<file path="src/scpd_pkg.sv">
// constants for the serial control port and block power-down register
// assumes one 50 MHz system clock; all serial pins are asynchronous to it
package scpd_pkg;
	localparam int unsigned SCPD_CLK_HZ = 50000000;
	localparam int unsigned SCPD_ADDR_W = 10;
	localparam int unsigned SCPD_PDN_W = 13;
	localparam int unsigned SCPD_CNT_W = 6;
	localparam logic [9:0] SCPD_PDN_ADDR = 10'h1C3;
	localparam logic [12:0] SCPD_PDN_RESET = 13'h1FC0;
	// count value of the direction bit (bits 0..9 are address)
	localparam logic [5:0] SCPD_RW_SLOT = 6'h0A;
	// shortest complete write: address, direction and one register width
	localparam logic [5:0] SCPD_FULL_WR = 6'h18;
	localparam logic [5:0] SCPD_CNT_MAX = 6'h3F;
	// field positions of the power-down register
	localparam int unsigned SCPD_B_REGLO = 0;
	localparam int unsigned SCPD_B_REGCK = 1;
	localparam int unsigned SCPD_B_CONV_REG = 2;
	localparam int unsigned SCPD_B_BGAP_REG = 3;
	localparam int unsigned SCPD_B_COMMON = 4;
	localparam int unsigned SCPD_B_OUTCK = 5;
	localparam int unsigned SCPD_B_LOOPCK = 6;
	localparam int unsigned SCPD_B_TESTB = 7;
	localparam int unsigned SCPD_B_TESTA = 8;
	localparam int unsigned SCPD_B_INB = 9;
	localparam int unsigned SCPD_B_INA = 10;
	localparam int unsigned SCPD_B_DACB = 11;
	localparam int unsigned SCPD_B_DACA = 12;
	typedef enum logic [1:0] {SCPD_IDLE, SCPD_ADDR, SCPD_DATA} scpd_state_t;
endpackage

</file>
<file path="src/scpd_serial_ctrl.sv">
// four-wire serial control port slave holding the block power-down register
// assumes the shift clock is far slower than ref_clk (a few ref_clk per half period)
// assumes the host keeps each shift-clock half at least four ref_clk long
// only the 10-bit address form is decoded; other registers read back as zeros
// limitation: a write lands only once the host gives a trailing shift-clock edge
//
// Overview of operation
// - reset pin low restores register defaults
// - most blocks power down; one bit each
// - bits 0 to 5 reset to enabled
// - bits 6 to 12 reset to disabled
// - register read and written by serial address
// - enable seen high on rising edge starts frame
// - address sampled MSB first on rising edges
// - direction bit after address, one means write
// - write data MSB first, LSB last slot
// - only final register-width bits are kept
// - enable dropped ends the cycle
// - write shifts previous contents out MSB first
// - read data changes on falling clock edge
// - zeros after register bits until frame end
// - memory registers read back as zeros
module scpd_serial_ctrl import scpd_pkg::*; (
	input wire logic ref_clk,
	input wire logic rst,
	input wire logic reset_pin_n,
	input wire logic serial_clk,
	input wire logic serial_en,
	input wire logic serial_in,
	output logic serial_out,
	output logic [SCPD_PDN_W-1:0] block_power_controls,
	output logic converter_regulator_off,
	output logic bandgap_regulator_off
);
	// every flip-flop of the port sits in this one record; r_d is its next value
	typedef struct packed {
		// two-stage synchronisers for the asynchronous pins
		logic [1:0] clk_s;
		logic [1:0] en_s;
		logic [1:0] din_s;
		logic [1:0] rstn_s;
		logic clk_prev;

		// frame sequencer
		scpd_state_t state;
		logic [SCPD_CNT_W-1:0] cnt;
		logic [SCPD_ADDR_W-1:0] addr;
		logic wr;
		logic hit;

		// write capture and readback shifters
		logic [SCPD_PDN_W-1:0] shin;
		logic [SCPD_PDN_W-1:0] shout;
		logic dout;

		// the power-down register
		logic [SCPD_PDN_W-1:0] pdn;
	} scpd_regs_t;

	scpd_regs_t r_q;
	scpd_regs_t r_d;

	// shift-clock edges and pins as seen from ref_clk
	logic rise;
	logic fall;
	logic en;
	logic din;

	// pin reset as seen after its synchroniser
	logic pin_reset;

	// decodes of the frame position and shifter next values
	logic addr_hit;
	logic dir_slot;
	logic full_write;
	logic data_live;
	logic [SCPD_CNT_W-1:0] cnt_inc;
	logic [SCPD_PDN_W-1:0] shin_next;
	logic [SCPD_PDN_W-1:0] shout_next;

	always_comb begin
		r_d = r_q;

		// first stage of each synchroniser feeds only the second stage
		r_d.clk_s = {r_q.clk_s[0], serial_clk};
		r_d.en_s = {r_q.en_s[0], serial_en};
		r_d.din_s = {r_q.din_s[0], serial_in};
		r_d.rstn_s = {r_q.rstn_s[0], reset_pin_n};
		r_d.clk_prev = r_q.clk_s[1];

		rise = r_q.clk_s[1] & ~r_q.clk_prev;
		fall = ~r_q.clk_s[1] & r_q.clk_prev;
		en = r_q.en_s[1];
		din = r_q.din_s[1];
		pin_reset = ~r_q.rstn_s[1];

		addr_hit = (r_q.addr == SCPD_PDN_ADDR);
		dir_slot = (r_q.cnt == SCPD_RW_SLOT);
		// short write frames must leave the register untouched
		full_write = r_q.wr & r_q.hit & (r_q.cnt >= SCPD_FULL_WR);
		// the readback shifter moves only inside a data phase
		data_live = (r_q.state == SCPD_DATA) & en;
		cnt_inc = r_q.cnt + 6'h01;
		// only the last register-width bits survive, so zero padding falls off the top
		shin_next = {r_q.shin[SCPD_PDN_W-2:0], din};
		shout_next = {r_q.shout[SCPD_PDN_W-2:0], 1'b0};

		if (rise) begin
			unique case (r_q.state)
				// the edge that finds enable high also carries address bit 9
				SCPD_IDLE: begin
					if (en) begin
						r_d.state = SCPD_ADDR;
						r_d.addr = {{(SCPD_ADDR_W-1){1'b0}}, din};
						r_d.cnt = 6'h01;
					end
				end

				SCPD_ADDR: begin
					if (!en) begin
						// enable lost before the direction bit: the frame is dropped
						r_d.state = SCPD_IDLE;
					end else if (dir_slot) begin
						r_d.wr = din;
						r_d.hit = addr_hit;
						// other addresses, including memory registers, answer zeros here
						r_d.shout = addr_hit ? r_q.pdn : '0;
						r_d.shin = '0;
						r_d.state = SCPD_DATA;
						r_d.cnt = cnt_inc;
					end else begin
						// address shifts in MSB first
						r_d.addr = {r_q.addr[SCPD_ADDR_W-2:0], din};
						r_d.cnt = cnt_inc;
					end
				end

				SCPD_DATA: begin
					if (en) begin
						r_d.shin = shin_next;
						// the count saturates so very long packets still commit
						if (r_q.cnt != SCPD_CNT_MAX) begin
							r_d.cnt = cnt_inc;
						end
					end else begin
						// commit on the first trailing edge, short frames are dropped
						if (full_write) begin
							r_d.pdn = r_q.shin;
						end
						r_d.state = SCPD_IDLE;
					end
				end

				// the unused state code falls back to idle
				default: begin
					r_d.state = SCPD_IDLE;
				end
			endcase
		end

		// readback moves on falling edges so the host samples a settled bit
		if (fall) begin
			if (data_live) begin
				r_d.dout = r_q.shout[SCPD_PDN_W-1];
				r_d.shout = shout_next;
			end else begin
				// outside a data phase the pin rests low
				r_d.dout = 1'b0;
			end
		end

		if (pin_reset) begin
			// level action also covers the falling edge of the pin
			// a frame in flight is abandoned rather than completed
			r_d.pdn = SCPD_PDN_RESET;
			r_d.state = SCPD_IDLE;
			r_d.dout = 1'b0;
		end
	end

	// rst resets everything; the power-down register loads its default SCPD_PDN_RESET
	always_ff @(posedge ref_clk or posedge rst) begin
		if (rst) begin
			r_q <= '{
				clk_s: 2'h0,
				en_s: 2'h0,
				din_s: 2'h0,
				// the pin reads as released until its synchroniser has seen it low
				rstn_s: 2'h3,
				clk_prev: 1'b0,
				state: SCPD_IDLE,
				cnt: '0,
				addr: '0,
				wr: 1'b0,
				hit: 1'b0,
				shin: '0,
				shout: '0,
				dout: 1'b0,
				pdn: SCPD_PDN_RESET
			};
		end else begin
			r_q <= r_d;
		end
	end

	// data outputs come straight from flip-flops
	assign serial_out = r_q.dout;

	// one output per power-down bit
	for (genvar b = 0; b < SCPD_PDN_W; b++) begin : g_pdn
		assign block_power_controls[b] = r_q.pdn[b];
	end

	// named views of the two regulator bits
	assign converter_regulator_off = r_q.pdn[SCPD_B_CONV_REG];
	assign bandgap_regulator_off = r_q.pdn[SCPD_B_BGAP_REG];
endmodule

</file>
<file path="config.mk">
export PLATFORM = sky130hd
export DESIGN_NAME = scpd_serial_ctrl
export DESIGN_NICKNAME = d
export VERILOG_FILES = /design/src/scpd_pkg.sv /design/src/scpd_serial_ctrl.sv
export SDC_FILE = /design/constraint.sdc
export NUM_CORES = 1
export LEC_CHECK = 0
export BUFFER_PORTS_ARGS = -buffer_cell sky130_fd_sc_hd__buf_2
export CORE_ASPECT_RATIO = 1.25
export CORE_UTILIZATION = 50
export DETAILED_ROUTE_END_ITERATION = 16
export PLACE_DENSITY = 0.68
export SKIP_CTS_REPAIR_TIMING = 1
export SYNTH_ARGS = -nofsm -noshare
export SYNTH_HDL_FRONTEND = slang
export SYNTH_SLANG_ARGS = --single-unit
</file>
<file path="constraint.sdc">
create_clock -name ref_clk -period 2.3 [get_ports ref_clk]
set_input_delay 0.23 -clock ref_clk [delete_from_list [all_inputs] [get_ports ref_clk]]
set_output_delay 0.23 -clock ref_clk [all_outputs]
set_load 0.01 [all_outputs]
</file>
## Yosys cells after proc, flatten, opt, wreduce, memory -nomap -nowiden

Index checks and enable logic that the tools add are counted.

| cells by class | value |
|---|---|
| $add $sub $neg | 1 |
| magnitude comparators | 1 |
| eq/ne operators | 19 |
| multiplexer cells | 27 |
| bitwise operators | 7 |
| reduce and logical (&&, ||, !) cells | 10 |

Operator list:

| kind | number |
|---|---|
| 13-bit two-way mux | 8 |
| 46-bit two-way mux | 1 |
| 44-bit two-way mux | 1 |
| 14-bit two-way mux | 2 |
| 28-bit two-way mux | 1 |
| 13-bit case mux with 2 select lines | 1 |
| 10-bit case mux with 2 select lines | 1 |
| 18-bit two-way mux | 1 |
| 6-bit case mux with 3 select lines | 1 |
| 6-bit two-way mux | 2 |
| 2-bit != test (second input constant) | 6 |
| 4-bit AND reduction | 3 |
| 10-bit by 9-bit == test with 1-bit output (second input constant) | 1 |
| 10-bit two-way mux | 1 |
| 2-bit two-way mux | 5 |
| 2-bit by 1-bit != test with 1-bit output (second input constant) | 5 |
| 5-bit AND reduction | 2 |
| 6-bit by 1-bit adder with 6-bit output (second input constant) | 1 |
| 6-bit by 4-bit == test with 1-bit output (second input constant) | 1 |
| 6-bit by 5-bit greater-or-equal comparator with 1-bit output (second input constant) | 1 |
| 3-bit != test (second input constant) | 2 |
| 6-bit != test (second input constant) | 1 |
| 2-bit case mux with 3 select lines | 1 |
| 6-bit AND reduction | 1 |
| other kinds (9) | 15 |

| word-level totals | value |
|---|---|
| register bits | 69 |
| input port bits | 6 |
| output and inout bits | 16 |
| word-level logic and storage cells | 79 |

## Depth between registers and ports, before layout

| depth | value |
|---|---|
| depth in word-level cells | 9 |
| mapped depth | 8 |
| gate-level depth less buffers | 6 |

## Worst setup path before layout

OpenSTA, ideal clock, no wires.

| path | value |
|---|---|
| path type | register to register |
| start point | reg r_q[59] in the netlist's numbering |
| end point | reg r_q[17] in the netlist's numbering |
| setup time | 126 ps |
| data arrival time | 1629 ps |
| required time | 2174 ps |
| path slack | 545 ps |
| cell stages (with the launch flop) | 8 |
| buffers on the path | 2 |
| period minus slack after synthesis | 1755 ps |
| cells stage by stage | dfrtp_1 inv_1 ha_1 clkbuf_2 nand2_1 o22a_1 buf_6 a221o_1 |

RTL lines:

| what | RTL line | text |
|---|---|---|
| from (decl) | scpd_serial_ctrl.sv:60 | `scpd_regs_t r_q;` |
| from (signal assigned) | scpd_serial_ctrl.sv:184 | `r_q <= '{` |
| from (signal assigned) | scpd_serial_ctrl.sv:202 | `r_q <= r_d;` |

## Worst setup path after layout

| path | value |
|---|---|
| start point | reg r_q[59] in the netlist's numbering |
| end point | reg r_q[57] in the netlist's numbering |

| between the ends | value |
|---|---|
| longest elaborated chain between the ends | 3 |
| elaborated cells between the ends (all ways) | 10 |
| those cells by class | 6 x eq/ne; 1 x mux; 3 x reduce/logical |

RTL lines:

| what | RTL line | text |
|---|---|---|
| 2-bit == test (tied with other cells) | scpd_serial_ctrl.sv:109 | `unique case (r_q.state)` |
| 2-bit by 1-bit != test with 1-bit output (no line) (tied with other cells) | -- |  |
| 6-bit AND reduction (no line) | -- |  |

Several ways; a longest one is shown, not always the timed one.
A chain may end at the register's enable or synchronous reset.

==> flow_summary.toml <==
[worst_setup_path]
path_max_fanout = 15
crit_type = "reg2reg"
required_ns = 2.53
end_kind = "flip-flop"
arrival_ns = 2.30
start_kind = "flip-flop"

[pwr]
powerDensity_nw_per_um2 = 668
p_int_mw = 1.86
swShare_pct = 21.6
power_mw = 2.37
p_clk_share_pct = 43.4
comb_power_share_pct = 4.0
p_seq_share_pct = 52.7
peakVddDrop_v = 0.000465
power.switching_mw = 0.513
p_leak_nw = 1.62

[clock_tree]
clock_latency_ns = 0.35
cts-buffers-inserted = 9
htree_levels = 3
cts_max_path_buffers = 2
cts_tree = "built"
cts_root_buf = "clkbuf_8"
clkTransAtPathRegs_ns = 0.07
clock_sinks = 69

[route]
wirelength_um = 6140
avgViaCountPerCell = 5.54
ant_nets = 0
num_vias = 2168
wl_per_cell_um = 15.7
dr.pass1.iters = 4
drtIter0Drc = 164
route.detailed.drc = 0

[global_routing]
grt_pass1_vias = 2136
antenna_found_initial = 0
grt-ovfl-total = 0
grt_pass1_wl_um = 10600
grt_max_degree = 70
track_usage_pct = 21.1

[floorplanning]
core.rowCount = 32
fp.dieW_um = 73.4
core_area_sq_um = 6170
dieArea_sq_um = 6690
start_util_pct = 51.6
die_y_um = 91.2
ios = 22

[yosys]
synth_seq_cells = 69
seq_area_frac_synth_pct = 54.6
synth.distinct_cells = 47
avgSynthCellArea_sq_um = 11.3
yosysTopAreaCell = "dfrtp_1"
synth_top_area_share_pct = 47.2
syn-num-nets = 295
synthCells = 282
yosysWarnings = 0
netlist_area_sq_um = 3180
yosys-top-cells-area = "dfrtp_1 47%, dfstp_2 7.4%, o21ai_0 5.0%, a221o_1 3.8%, buf_4 3.5%"

[cells_and_area]
antenna_cells = 0
layout-drive-gt1-share_pct = 22.9
syn2layout_area_growth_pct = 11.4
nets = 314
final_area_sq_um = 3550
layout_common_cells = "60 x dfrtp_1, 32 x o21ai_0, 21 x buf_2, 20 x nand2_1"
final_common_cell = "dfrtp_1"
fin_cells = 391
finish.utilization_pct = 57.5

[placement]
port_buffers = 21
hpwl_um = 3980
gp_congestion = 0.833
pre_cts_slack_ns = 0.237
numPlacedInstances = 370
place_area_sq_um = 3290

[status]
status = "complete, no violations"

[sta]
setup_viol_count_final = 0
tns_ns = 0
holdWs_ns = 0.352
drv_slew = 0
hold_viol = 0
period_minus_slack_ns = 2.07
clock_skew_ns = 0.0119
relSlewSlack_pct = 67.1
min_period_over_period_pct = 90.0
worst_slew_pin_slew_ns = 0.494
finalWorstSetupSlack_ns = 0.230
grt_setup_unrepaired = "no"
clock.fmax_mhz = 483

[run]
maxCapViolations = 0

[worst_hold_path]
hold_class = "reg2reg"
-- power by group through the flow --
| stage | Combinational, mW | Clock, mW | Sequential, mW |
|---|---|---|---|
| after floorplan | 0.0688 | 0 | 1.26 |
| after global placement | 0.0885 | 0 | 1.27 |
| after detailed placement | 0.0896 | 0 | 1.27 |
| after CTS | 0.0899 | 1.05 | 1.25 |
| after global routing | 0.107 | 1.11 | 1.25 |
| final | 0.0939 | 1.03 | 1.25 |
-- per-layer routing --
layer / share of wire (%) / up-vias / track usage (%)
met5: 0 / - / 0
met4: 1.8 / 0 / 8.17
met3: 3.2 / 10 / 5.44
met2: 49 / 40 / 32.7
met1: 46 / 1075 / 28.2
li1: - / 1043 / -
-- cells in the mapped netlist, drive strengths merged --
library cell  instances
nor3b                 2
nand3                 8
mux2i                 3
or2b                  1
a211oi                1
a211o                 2
and4                  1
nand4b                1
nor2                  9
o22ai                 1
a22o                  7
clkbuf                7
buf                  18
a32o                  1
dfstp                 9
a21oi                 3
o21ai                34
and3                 11
a31oi                 1
nor4                  1
mux2                 10
a22oi                 1
o22a                  8
nor3                  4
dfrtp                60
o31ai                 4
nor2b                 3
ha                    7
nor4b                 2
and2                 13
inv                   9
nand2                20
or2                   1
a221o                12
nand2b                4
o21a                  1
nand4                 2
-- cells by family after synthesis --
kind of cell	synth area share (%)
adder cells (fa/ha/maj)	2.75
AO/OA/AOI/OAI	16.7
flip-flops	54.6
multiplexers	4.48
AND/OR/NAND/NOR	15.1
buffers and inverters	6.37
-- path summary, 6_finish.rpt --
kind	startpoint	end	slack, ns	depth (start not counted)
hold / removal	r_d[68]	r_d[60]	0.35	0
min in group asynchronous	rst	block_power_controls[1]	0.50	4
max in group asynchronous	rst	block_power_controls[12]	1.47	4
setup reg to reg	r_q[59]	r_q[57]	0.23	6
setup / recovery	r_q[59]	r_q[57]	0.23	6
hold reg to reg	r_d[68]	r_d[60]	0.35	0
-- sequential cells by signal (all words and copies together), names as in the netlist --
name / flops
r_d: 5
en: 1
din: 1
r_q: 48
block_power_controls: 13
serial_out: 1
-- layout make-up --
| class | instances | area, sq um |
|---|---|---|
| inverters | 9 | 33.8 |
| clock inverters | 1 | 30.0 |
| clock buffers | 15 | 176 |
| well taps | 85 | 106 |
| multi-input cells | 179 | 1240 |
| fillers | 559 | 2620 |
| flip-flops and latches | 69 | 1740 |
| repair buffers | 33 | 220 |
-- worst max-delay path: stages (launching register included) --
cell	delay (ns)
dfrtp_1	0.43
inv_1	0.09
ha_1	0.34
a21oi_1	0.43
nor2_1	0.19
a211o_1	0.29
a32o_1	0.19
Note: power is estimated with default switching activity, not from simulation.
